--- src/rsf_pkg.sv ---
// Constants and carrier types for the reset cause flags and power-on reset
package rsf_pkg;

	// Special-function address of the cause register
	localparam logic [19:0] RSF_CAUSE_ADDR = 20'hFFFA8;
	// Address chosen for the parity reset disable control
	localparam logic [19:0] RSF_PARDIS_ADDR = 20'hFFFA9;

	// Bit positions inside the cause register
	localparam int RSF_BIT_ILLEGAL = 7;
	localparam int RSF_BIT_WATCHDOG = 4;
	localparam int RSF_BIT_PARITY = 2;
	localparam int RSF_BIT_ACCESS = 1;
	localparam int RSF_BIT_LOWVOLT = 0;
	// Bit position of the disable control in its own register
	localparam int RSF_BIT_PARDIS = 0;

	// Reset values
	localparam logic [7:0] RSF_CAUSE_RESET = 8'h00;
	localparam logic RSF_PARDIS_RESET = 1'b0;
	localparam logic [7:0] RSF_READ_IDLE = 8'h00;

	// Opcode byte that counts as an illegal instruction
	localparam logic [7:0] RSF_ILLEGAL_OPCODE = 8'hFF;

	// Internal reset stretch after the source goes away
	localparam int RSF_CLK_PERIOD_NS = 25;
	localparam int RSF_HOLD_TIME_NS = 1000;
	localparam int RSF_HOLD_CYCLES =
		(RSF_HOLD_TIME_NS + RSF_CLK_PERIOD_NS - 1) / RSF_CLK_PERIOD_NS;

	// Synchroniser depth for pins and comparator levels
	localparam int RSF_SYNC_STAGES = 2;

	// Reset sequencer states
	typedef enum logic [1:0] {
		RSF_ST_POWER,
		RSF_ST_HOLD,
		RSF_ST_RUN
	} rsf_state_e;

	// Internal reset requests, one-cycle pulses from same-clock logic
	typedef struct packed {
		logic exec_valid;
		logic [7:0] exec_opcode;
		logic debug_active;
		logic watchdog_timer;
		logic ram_parity;
		logic bad_access;
		logic low_voltage_detector;
	} rsf_src_s;

	// Processor access to the special-function space
	typedef struct packed {
		logic rd;
		logic wr;
		logic bit_access;
		logic [19:0] addr;
		logic [7:0] wdata;
	} rsf_bus_s;

endpackage : rsf_pkg

--- src/rsf_reset_cause.sv ---
// Reset cause flag register with power-on internal reset sequencer
module rsf_reset_cause #(
	parameter int HOLD_CYCLES = rsf_pkg::RSF_HOLD_CYCLES
) (
	input wire logic clock_i,
	input wire logic reset_i,
	input wire logic ext_reset_n_i,
	input wire logic supply_rise_ok_i,
	input wire logic supply_fall_low_i,
	input wire rsf_pkg::rsf_src_s src_i,
	input wire rsf_pkg::rsf_bus_s bus_i,
	output logic [7:0] rd_data_o,
	output logic rd_valid_o,
	output logic internal_reset_o,
	output logic por_reset_o,
	output logic parity_reset_disable_o,
	output logic [7:0] reset_cause_flags_o
);
	import rsf_pkg::*;

	// Refuse a hold count the counter cannot express
	generate
		if (HOLD_CYCLES < 1 || HOLD_CYCLES > 65535) begin : g_bad_hold
			$error("HOLD_CYCLES must lie in 1..65535");
		end
	endgenerate

	localparam logic [15:0] HOLD_LAST = 16'(HOLD_CYCLES - 1);

	// Synchroniser chains: pin and two comparator levels
	logic [RSF_SYNC_STAGES-1:0] ext_sync;
	logic [RSF_SYNC_STAGES-1:0] rise_sync;
	logic [RSF_SYNC_STAGES-1:0] fall_sync;
	logic ext_reset_s;
	logic supply_rise_s;
	logic supply_fall_s;

	// Cause register and control
	logic [7:0] reset_cause_flags;
	logic [7:0] next_flags;
	logic [7:0] set_mask;
	logic parity_reset_disable;

	// Sequencer
	rsf_state_e state;
	rsf_state_e next_state;
	logic [15:0] hold_count;
	logic por_active;
	logic clear_all;
	logic internal_req;
	logic illegal_hit;
	logic parity_hit;
	logic cause_rd;
	logic cause_byte_rd;
	logic pardis_wr;
	logic pardis_rd;

	// Pin and comparators come from outside the clock, so two flops each
	always_ff @(posedge clock_i or posedge reset_i) begin
		if (reset_i) begin
			ext_sync <= '0;
			rise_sync <= '0;
			fall_sync <= '0;
		end else begin
			ext_sync <= {ext_sync[RSF_SYNC_STAGES-2:0], ~ext_reset_n_i};
			rise_sync <= {rise_sync[RSF_SYNC_STAGES-2:0], supply_rise_ok_i};
			fall_sync <= {fall_sync[RSF_SYNC_STAGES-2:0], supply_fall_low_i};
		end
	end

	// Only the last stage of each chain is looked at
	assign ext_reset_s = ext_sync[RSF_SYNC_STAGES-1];
	assign supply_rise_s = rise_sync[RSF_SYNC_STAGES-1];
	assign supply_fall_s = fall_sync[RSF_SYNC_STAGES-1];

	// Power-on reset: latched from reset_i until the rise level is seen,
	// then again whenever the supply falls below the fall level
	always_ff @(posedge clock_i or posedge reset_i) begin
		if (reset_i) begin
			por_active <= 1'b1;
		end else if (supply_fall_s) begin
			por_active <= 1'b1;
		end else if (supply_rise_s) begin
			por_active <= 1'b0;
		end
	end

	// Address decode of processor accesses
	assign cause_rd = bus_i.rd && (bus_i.addr == RSF_CAUSE_ADDR);
	assign cause_byte_rd = cause_rd && !bus_i.bit_access;
	assign pardis_wr = bus_i.wr && (bus_i.addr == RSF_PARDIS_ADDR);
	assign pardis_rd = bus_i.rd && (bus_i.addr == RSF_PARDIS_ADDR);

	assign illegal_hit = src_i.exec_valid &&
		(src_i.exec_opcode == RSF_ILLEGAL_OPCODE) && !src_i.debug_active;

	// Parity resets are suppressed while software has disabled them
	assign parity_hit = src_i.ram_parity && !parity_reset_disable;

	// One bit per internal source; each sets only its own position
	always_comb begin
		set_mask = 8'h00;
		set_mask[RSF_BIT_ILLEGAL] = illegal_hit;
		set_mask[RSF_BIT_WATCHDOG] = src_i.watchdog_timer;
		set_mask[RSF_BIT_PARITY] = parity_hit;
		set_mask[RSF_BIT_ACCESS] = src_i.bad_access;
		set_mask[RSF_BIT_LOWVOLT] = src_i.low_voltage_detector;
	end

	assign internal_req = |set_mask;

	// External pin and power-on reset wipe the whole register
	assign clear_all = ext_reset_s || por_active;

	// Flag update: wipe, else read-clear with a new set winning
	always_comb begin
		next_flags = reset_cause_flags;
		if (clear_all) begin
			next_flags = RSF_CAUSE_RESET;
		end else begin
			if (cause_byte_rd) begin
				next_flags = RSF_CAUSE_RESET;
			end
			next_flags = next_flags | set_mask;
		end
	end

	// Cause register; bus writes never reach it
	// writes ignored
	always_ff @(posedge clock_i or posedge reset_i) begin
		if (reset_i) begin
			reset_cause_flags <= RSF_CAUSE_RESET;
		end else begin
			reset_cause_flags <= next_flags;
		end
	end

	// Sequencer: power hold, stretched internal reset, normal running
	always_comb begin
		next_state = state;
		case (state)
			RSF_ST_POWER: begin
				if (!clear_all) begin
					next_state = RSF_ST_HOLD;
				end
			end
			RSF_ST_HOLD: begin
				if (clear_all) begin
					next_state = RSF_ST_POWER;
				end else if (hold_count == HOLD_LAST && !internal_req) begin
					next_state = RSF_ST_RUN;
				end
			end
			RSF_ST_RUN: begin
				if (clear_all) begin
					next_state = RSF_ST_POWER;
				end else if (internal_req) begin
					next_state = RSF_ST_HOLD;
				end
			end
			default: begin
				next_state = RSF_ST_POWER;
			end
		endcase
	end

	// State register
	always_ff @(posedge clock_i or posedge reset_i) begin
		if (reset_i) begin
			state <= RSF_ST_POWER;
		end else begin
			state <= next_state;
		end
	end

	// Stretch counter restarts on every new request so back-to-back
	// sources yield one long reset rather than a glitchy release
	always_ff @(posedge clock_i or posedge reset_i) begin
		if (reset_i) begin
			hold_count <= 16'h0000;
		end else if (state != RSF_ST_HOLD || internal_req) begin
			hold_count <= 16'h0000;
		end else if (hold_count != HOLD_LAST) begin
			hold_count <= hold_count + 16'h0001;
		end
	end

	// Internal reset output, asserted whenever not running
	always_ff @(posedge clock_i or posedge reset_i) begin
		if (reset_i) begin
			internal_reset_o <= 1'b1;
			por_reset_o <= 1'b1;
		end else begin
			internal_reset_o <= (next_state != RSF_ST_RUN);
			por_reset_o <= por_active;
		end
	end

	// Parity reset disable: software control, cleared by any reset
	always_ff @(posedge clock_i or posedge reset_i) begin
		if (reset_i) begin
			parity_reset_disable <= RSF_PARDIS_RESET;
		end else if (clear_all || internal_req || state != RSF_ST_RUN) begin
			parity_reset_disable <= RSF_PARDIS_RESET;
		end else if (pardis_wr) begin
			parity_reset_disable <= bus_i.wdata[RSF_BIT_PARDIS];
		end
	end

	// Read data is registered, answered one cycle after the strobe;
	// unmapped addresses read as zero
	always_ff @(posedge clock_i or posedge reset_i) begin
		if (reset_i) begin
			rd_data_o <= RSF_READ_IDLE;
			rd_valid_o <= 1'b0;
		end else begin
			rd_valid_o <= bus_i.rd;
			if (cause_rd) begin
				rd_data_o <= reset_cause_flags;
			end else if (pardis_rd) begin
				rd_data_o <= {7'h00, parity_reset_disable};
			end else begin
				rd_data_o <= RSF_READ_IDLE;
			end
		end
	end

	// Mirror outputs, straight from flops
	always_ff @(posedge clock_i or posedge reset_i) begin
		if (reset_i) begin
			parity_reset_disable_o <= RSF_PARDIS_RESET;
			reset_cause_flags_o <= RSF_CAUSE_RESET;
		end else begin
			parity_reset_disable_o <= parity_reset_disable;
			reset_cause_flags_o <= reset_cause_flags;
		end
	end

endmodule // rsf_reset_cause

--- config.mk ---
export PLATFORM = sky130hd
export DESIGN_NAME = rsf_reset_cause
export DESIGN_NICKNAME = d
export VERILOG_FILES = /design/src/rsf_pkg.sv /design/src/rsf_reset_cause.sv
export SDC_FILE = /design/constraint.sdc
export NUM_CORES = 1
export LEC_CHECK = 0
export BUFFER_PORTS_ARGS = -buffer_cell sky130_fd_sc_hd__buf_4
export CAP_MARGIN = 20
export CORE_UTILIZATION = 44
export DETAILED_ROUTE_END_ITERATION = 16
export HOLD_SLACK_MARGIN = 0.15
export PLACE_DENSITY_LB_ADDON = 0.2
export SETUP_SLACK_MARGIN = 0.3
export SLEW_MARGIN = 40
export SYNTH_ARGS = -nofsm -noshare
export SYNTH_HDL_FRONTEND = slang
export SYNTH_SLANG_ARGS = --single-unit
--- constraint.sdc ---
create_clock -name clock_i -period 1.4 [get_ports clock_i]
set_input_delay 0.28 -clock clock_i [delete_from_list [all_inputs] [get_ports clock_i]]
set_output_delay 0.28 -clock clock_i [all_outputs]
set_load 0.01 [all_outputs]
After elaboration in Yosys (flattened, before gate mapping)
Index checks and enable logic that the tools add are counted.

storage, ports and cells
  register bits = 54
  ROM bits = 0
  output and inout bits = 20
  bits in writable memories = 0
  latch bits = 0
  input port bits = 50
  memories kept = 0
  word-level logic and storage cells = 65

cells by class
  bitwise operators = 2
  magnitude comparators = 0
  equality and inequality tests = 10
  mux-type cells = 17
  multipliers = 0
  $add $sub $neg = 1
  reduce and logical (&&, ||, !) cells = 21
  shift-type cells = 0
  div/mod/pow operators = 0

operators with widths
  kind                   count
  $eq 20x20->1 const B   2
  $mux 16                2
  $mux 8                 4
  $add 16x1->16 const B  1
  $eq 16x6->1 const B    1
  $ne 16x6->1 const B    1
  $mux 2                 5
  $eq 8x8->1 const B     1
  $logic_and 1x1->1      8
  $or 8x8->8             1
  $pmux 2 s3             1
  $reduce_bool 2->1      3
  $mux 1                 5
  $reduce_or 5->1        1
  $logic_not 1->1        4
  $logic_or 1x1->1       4
  $ne 2x2->1 const B     2
  $eq 2x1->1 const B     1
  $eq 2x2->1 const B     1
  $logic_not 2->1        1
  $ne 2x1->1 const B     1
  $not 1->1              1

Longest topological paths before layout
Gate-level depths: netlist of the first run.

  word-level depth = 10
  gate-level depth with buffers = 5

Worst setup path after synthesis of the first run
OpenSTA, ideal clock, no wires.

  path type = input to register
  from = in bus_i[9] in the netlist's numbering
  to = reg parity_reset_disable
  path buffers = 1
  library setup time = 0.111 ns
  stages = 5
  slack = -0.478 ns
  arrival time = 1.767 ns
  cell sequence = nand4b_1 or4_1 buf_2 or3_1 a2111oi_2

between the ends
  longest elaborated chain between the ends = 3

RTL lines
  item                         line                    source
  from (decl)                  rsf_reset_cause.sv:11   input wire rsf_pkg::rsf_bus_s bus_i,
  $eq 20x20->1                 rsf_reset_cause.sv:91   assign pardis_wr = bus_i.wr && (bus_i.addr == RSF_PARDIS_ADDR);
  $logic_and 1x1->1            rsf_reset_cause.sv:91
  $reduce_bool 2->1 (no line)  --
  to (signal assigned)         rsf_reset_cause.sv:206  parity_reset_disable <= bus_i.wdata[RSF_BIT_PARDIS];
  to (decl)                    rsf_reset_cause.sv:42   logic parity_reset_disable;

Every way passes these cells.
A chain may end at the register's enable or synchronous reset.

Worst setup path in the final report of the first run
  from = reg hold_count[11]
  to = reg state[0]

between the ends
  longest elaborated chain between the ends = 5

RTL lines
  item                     line                    source
  from (decl)              rsf_reset_cause.sv:47   logic [15:0] hold_count;
  from (signal assigned)   rsf_reset_cause.sv:184  hold_count <= hold_count + 16'h0001;
  $eq 16x6->1              rsf_reset_cause.sv:150  end else if (hold_count == HOLD_LAST && !internal_req) begin
  $logic_and 1x1->1        rsf_reset_cause.sv:150
  $mux 2                   rsf_reset_cause.sv:150
  $mux 2                   rsf_reset_cause.sv:148  if (clear_all) begin
  $pmux 2 s3               rsf_reset_cause.sv:141  case (state)
  named net next_state[0]  rsf_reset_cause.sv:46   rsf_state_e next_state;
  to (signal assigned)     rsf_reset_cause.sv:172  state <= next_state;
  to (decl)                rsf_reset_cause.sv:45   rsf_state_e state;

The timed path passes the listed nets, and every way through them passes these cells.

==> results of run 1 <==
[timing repair]
action / 4_1_cts / 5_1_grt
gates cloned: 2 / 0
hold buffers: 5 / 0
buffers inserted: 9 / 5
endpoints found under the hold margin: 18 / 0
gates resized for setup: 54 / 34
endpoints found under the setup margin: 37 / 47
pin swaps: 35 / 26
[power by group through the flow]
stage	clock [uW]	combinational, uW	sequential [uW]
after floorplan	0	68.6	1400
after global placement	0	193	1390
after detailed placement	0	196	1400
after CTS	841	219	1370
after global routing	900	250	1380
final	840	230	1370
[sequential cells by signal, summed over array words and instances, names as in the netlist, 2 cells and up]
register / cells
hold_count: 16
rd_data_o: 6
reset_cause_flags: 5
reset_cause_flags_o: 5
ext_sync: 2
fall_sync: 2
rise_sync: 2
state: 2
[synthesized netlist by cell type]
library cell | instances | area (um2)
dfrtp_1 | 43 | 1080
nor2_1 | 17 | 63.8
inv_1 | 11 | 41.3
xnor2_1 | 11 | 96.3
nand2_1 | 10 | 37.5
nand3_1 | 10 | 50.1
a21oi_1 | 9 | 45.0
nand4_1 | 7 | 43.8
nor3_1 | 6 | 30.0
nor4_1 | 6 | 37.5
o21ai_1 | 6 | 30.0
and2_1 | 5 | 31.3
buf_4 | 5 | 37.5
dfstp_2 | 3 | 78.8
nand2b_1 | 3 | 18.8
and3_1 | 2 | 12.5
and4_1 | 2 | 17.5
clkbuf_1 | 2 | 7.51
nand4b_1 | 2 | 17.5
or3_1 | 2 | 12.5
xor2_1 | 2 | 17.5
a2111oi_2 | 1 | 15.0
a21bo_1 | 1 | 10.0
a21o_1 | 1 | 7.51
buf_2 | 1 | 5.00
conb_1 | 1 | 3.75
ha_1 | 1 | 12.5
mux2i_1 | 1 | 10.0
nor2b_1 | 1 | 6.26
nor3b_1 | 1 | 7.51
nor4bb_1 | 1 | 10.0
o21ai_0 | 1 | 5.00
o221a_1 | 1 | 11.3
or2_2 | 1 | 6.26
or4_1 | 1 | 7.51
or4b_1 | 1 | 10.0
[critical path, stage by stage (launching register included)]
cell     delay, ps
dfrtp_1        440
nor4_4         350
and4_4         320
nand2_2         70
o221a_1        240
[cell type report]
type / count / area, um2
Sequential cell: 46 / 1160
Multi-Input combinational cell: 118 / 1020
Timing Repair Buffer: 99 / 901
Fill cell: 239 / 840
Clock buffer: 5 / 68.8
Tap cell: 50 / 62.6
Inverter: 11 / 45.0
Clock inverter: 3 / 23.8
[through the flow]
| step | setup TNS (ps) | utilization [%] | hold WS, ps |
|---|---|---|---|
| after global routing | -1850 | 79.6 | 242 |
| after CTS | -429 | 75.1 | 247 |
| after detailed placement | -3590 | 63.9 | 281 |
| after global placement | -3440 | 63.9 | 277 |
| final | -986 | 79.6 | 245 |
| after floorplan | -916 | - | 296 |
[worst min-delay path by stage]
stage,from,end,slack [ps]
after floorplan,reset_i,ext_sync[0],300
after global placement,reset_i,rd_data_o[6],280
after detailed placement,reset_i,hold_count[15],280
after CTS,src_i[1],reset_cause_flags[1],250
after global routing,src_i[2],reset_cause_flags[2],240
final,src_i[2],reset_cause_flags[2],240
[cells by family after synthesis]
logic type	count (synthesis)	synth area share (%)
muxes	1	0.518
AOI/OAI and AO/OA	20	6.42
adders and majority gates	1	0.648
DFF	46	59.8
and+or+nand+nor	78	21.8
other	1	0.194
xor gates and xnor gates	13	5.90
buffers and inverters	19	4.73
[per-layer routing]
layer	track usage [%]	share of wire (%)
met5	0	0
met3	5.67	3.6
met4	10.2	2.2
met2	40.8	53
met1	26.8	41
[cells in the final DEF (no fill, tap or decap), types with 2 or more instances in the layout]
cell type	n
nand2_2	2
conb_1	4
a21oi_2	2
and4_4	2
dfrtp_1	40
xnor2_1	10
inv_1	10
or3_4	2
dlygate4sd3_1	5
nor4_2	2
buf_12	2
nand3_4	3
nor2_4	2
a21oi_1	7
buf_4	61
nor3_4	6
nand3_1	4
and2_1	3
nand4_1	7
nand2b_1	2
nand3_2	4
o21ai_2	6
dfrtp_2	3
nand4b_1	2
xor2_1	2
nor4_4	4
nor2_1	14
clkinvlp_4	3
clkbuf_8	5
nand2_1	8
dfstp_2	3
buf_6	30
and2_4	2
==> run metrics, run 1 <==
synth warn 0; Max Clk Rate 655 MHz; Reg2Reg Launch Point hold_count[11]; die height 68.2 um; internal power 1850 uW; FF-to-FF setup slack -130 ps; Num CTS Buffers 5; Worst Setup Path Type flip-flop to flip-flop; drt first-iter violations 104; Post-Synthesis Cell Area 1930 um2; Synth Register Bits 46; Setup-failing EPs final 18; sw frac 24.2%; Nets 332; Global Route Usage Sum 23.3%; Critical Path AT 1720 ps; Worst Path Max Fanout 5; # port buffers 59; Clock Power Share 34.4%; Clock Path Buffers 2; Skew-Pair Late Insertion Delay 310 ps; initial antenna violation count 0; Antenna diodes 0; Hold Path Class input pin to flip-flop; final worst setup slack -126 ps; peak supply drop 0.643 mV; htree depth 2; final std cells w/o fill 332; Avg Cell Area, Syn 10.8 um2; grt ovf 0; drt via density 5.20; DRT Wirelength 5.35 mm; Pleak 0.00153 uW; core footprint 4120 um2; Num Clock Sinks 46; Cell Pwr Density 746 nW/um2; DIE WIDTH 68.2 um; fin crit share 109%; share of layout cells above drive strength 1 55.3%; root buffer cell clkbuf_8; IO Pins 70; WL per Instance 16.1 um; critical path endpoint category flip-flop; Post-DRT Antenna Nets 0; fin crit period 1530 ps; Critical Path Start Type flip-flop; Seq/Total Area, Yosys 59.8%; placed insts 303; worst path required time 1590 ps; Std-Cell Rows 23; design area 3280 um2; Setup crit end state[0]; Area Growth Syn to Fin 69.7%; Cells after Synth 179; Critical Path Start hold_count[11]; DR vias 1725; Worst Hold Depth 3; Synth cell types 36; failing checks negative setup slack; Clock Skews 12.6 ps; total power 2440 uW; largest net degree at the start of global routing 22; post-DP HPWL 3.00 mm; Post-DP Area 2630 um2; Comb power frac 9.4%; R2R Path End state[0]; max cap viols 0; Die ar. 4660 um2; Slew Limit Fails 0; Seq pwr share 56.2%; outcome finished, violations left; final hold violations 0; post-place setup slack -442 ps; first-pass GRT wire length 7.73 mm; TritonRoute pass-1 iters 4; P_sw 590 uW; drt drc 0; vias in the first global route 1663; unrepaired setup endpoints after global routing yes; Initial Util 46.9%; clk slew on worst S/H paths 100 ps; R2R depth 4; GPL Wtd Cong 0.814; CTS tree done
No activity file was read; power rests on OpenSTA's default activity.
==> run 2, diff against run 1 <==
--- a/config.mk
+++ b/config.mk
@@ -8,10 +8,10 @@
 export BUFFER_PORTS_ARGS = -buffer_cell sky130_fd_sc_hd__buf_4
 export CAP_MARGIN = 20
 export CORE_UTILIZATION = 44
+export CTS_CLUSTER_DIAMETER = 120
 export DETAILED_ROUTE_END_ITERATION = 16
 export HOLD_SLACK_MARGIN = 0.15
 export PLACE_DENSITY_LB_ADDON = 0.2
-export SETUP_SLACK_MARGIN = 0.3
 export SLEW_MARGIN = 40
 export SYNTH_ARGS = -nofsm -noshare
 export SYNTH_HDL_FRONTEND = slang
==> run 2 against run 1 <==
  * The run still ends with negative setup slack left
  * Clock power shrank 4.4%
  * Final area shrank 9.0%
  * Count of clock-buffer cells in the layout is the same
  * Wire length shrank 14%
  * Flip-flop and latch count is the same
  * Combinational power shrank 10%
  * Sequential share of layout area grew 3.4 points
  * Clock skew shrank 2.1 ps
  * Sequential power is essentially flat
  * Highest routed layer unchanged
  * Worst setup slack lost 34 ps
  * First-iteration DRC count shrank 29%
  * Register-to-register slack gained 30 ps
==> run metrics, run 2 (synthesis results as in run 1) <==
outcome finished, violations left; failing checks negative setup slack; Std-Cell Rows 23; DIE WIDTH 68.2 um; Pleak 0.00141 uW; grt ovf 0; final std cells w/o fill 325; Hold Path Class input pin to flip-flop; Largest regs hold_count x16, rd_data_o x6; fin crit share 111%; most frequent cells in the layout 80 x buf_4, 42 x dfrtp_1, 17 x nor2_1, 11 x xnor2_1, 10 x inv_1; Die ar. 4660 um2; Num Clock Sinks 46; Area Growth Syn to Fin 54.4%; post-place setup slack -460 ps; DRT Wirelength 4.59 mm; max cap viols 0; initial antenna violation count 0; Nets 325; WL met3 223 um; Num CTS Buffers 5; core footprint 4120 um2; drt first-iter violations 74; Max Clk Rate 641 MHz; fin crit period 1560 ps; drt via density 5.11; final worst setup slack -161 ps; WL per Instance 14.1 um; wire length on met2 2.45 mm; drt drc 0; CTS tree done; first-pass GRT wire length 7.06 mm; Critical Path Start Type input pin; worst path required time 1600 ps; Comb power frac 8.7%; # port buffers 59; GPL Wtd Cong 0.750; max reg flops 16; htree depth 2; Worst Path Max Fanout 2; total power 2380 uW; Worst Setup Path Type input pin to flip-flop; Post-DRT Antenna Nets 0; Skew-Pair Late Insertion Delay 300 ps; Initial Util 46.9%; largest net degree at the start of global routing 47; post-route setup TNS -883 ps; peak supply drop 0.514 mV; sw frac 23.0%; die height 68.2 um; IO Pins 70; unrepaired setup endpoints after global routing yes; final core occ 72.5%; Cell Pwr Density 797 nW/um2; Global Route Usage Sum 21.0%; Slew Limit Fails 0; most common cell after layout, fill and taps aside buf_4; highest routed layer met4; share of layout cells above drive strength 1 46.2%; placed insts 303; P_sw 547 uW; root buffer cell clkbuf_8; vias in the first global route 1586; WL met1 1.79 mm; critical path endpoint category flip-flop; post-DP HPWL 2.94 mm; Seq pwr share 57.6%; internal power 1830 uW; Top reg by flops hold_count; Setup-failing EPs final 12; TritonRoute pass-1 iters 4; DR vias 1660; final hold violations 0; clk slew on worst S/H paths 90 ps; Clock Path Buffers 2; Critical Path AT 1760 ps; Clock Power Share 33.8%; Clock Skews 10.5 ps; Antenna diodes 0
[run 2: changes by cell type in the layout (fill, tap and decap cells not counted), moves of 4 or more]
| cell | delta |
|---|---|
| o21ai_2 | -5 |
| nand3_1 | +4 |
| buf_4 | +19 |
| buf_6 | -24 |
| o21ai_1 | +5 |
[run 2: what timing repair did]
item | 4_1_cts | 5_1_grt
hold endpoints to repair | 47 | 0
setup buffers | 2 | 7
pin swaps | 8 | 18
gates resized for setup | 9 | 25
hold buffers | 5 | 0
endpoints found under the setup margin | 14 | 21
[run 2: area by class of cell]
class / count / area, um2
Tap cell: 50 / 62.6
Clock inverter: 3 / 21.3
Multi-Input combinational cell: 117 / 873
Fill cell: 281 / 1130
Clock buffer: 5 / 68.8
Timing Repair Buffer: 93 / 758
Sequential cell: 46 / 1160
Inverter: 11 / 41.3
[run 2: power by group through the flow]
stage	combinational (uW)	clock (uW)	sequential [uW]
floorplan	66.3	0	1400
global placement	188	0	1390
detailed placement	193	0	1400
CTS	206	832	1370
global route	228	877	1370
finish	206	803	1370
[run 2: routing by layer]
| layer | global-route usage [%] | vias to the layer above |
|---|---|---|
| li1 | - | 798 |
| met4 | 7.81 | 0 |
| met5 | 0 | - |
| met1 | 23.4 | 797 |
| met3 | 5.17 | 12 |
| met2 | 38.1 | 53 |
[run 2: stage by stage]
stage | hold WS (ps) | instance area, um2
floorplan | 311 | 1980
global placement | 334 | 2600
detailed placement | 348 | 2600
CTS | 232 | 2800
global route | 239 | 2980
finish | 236 | 2980
[run 2: critical path, stage by stage]
cell,delay (ps)
buf_6,90
nand4b_1,180
or4_4,540
or3_4,390
a2111oi_4,280
[run 2: path summary, 6_finish.rpt]
path                                    start                    to  cells past startpoint  slack [ps]
worst max-delay path                bus_i[14]  parity_reset_disable                      5        -160
worst min-delay path                 src_i[3]  reset_cause_flags[4]                      3         240
worst max register to register  hold_count[9]        hold_count[14]                      6        -100
worst min register to register   rise_sync[0]          rise_sync[1]                      0         360
max in group asynchronous             reset_i           por_reset_o                      4         540
min in group asynchronous             reset_i          rd_data_o[6]                      4         580
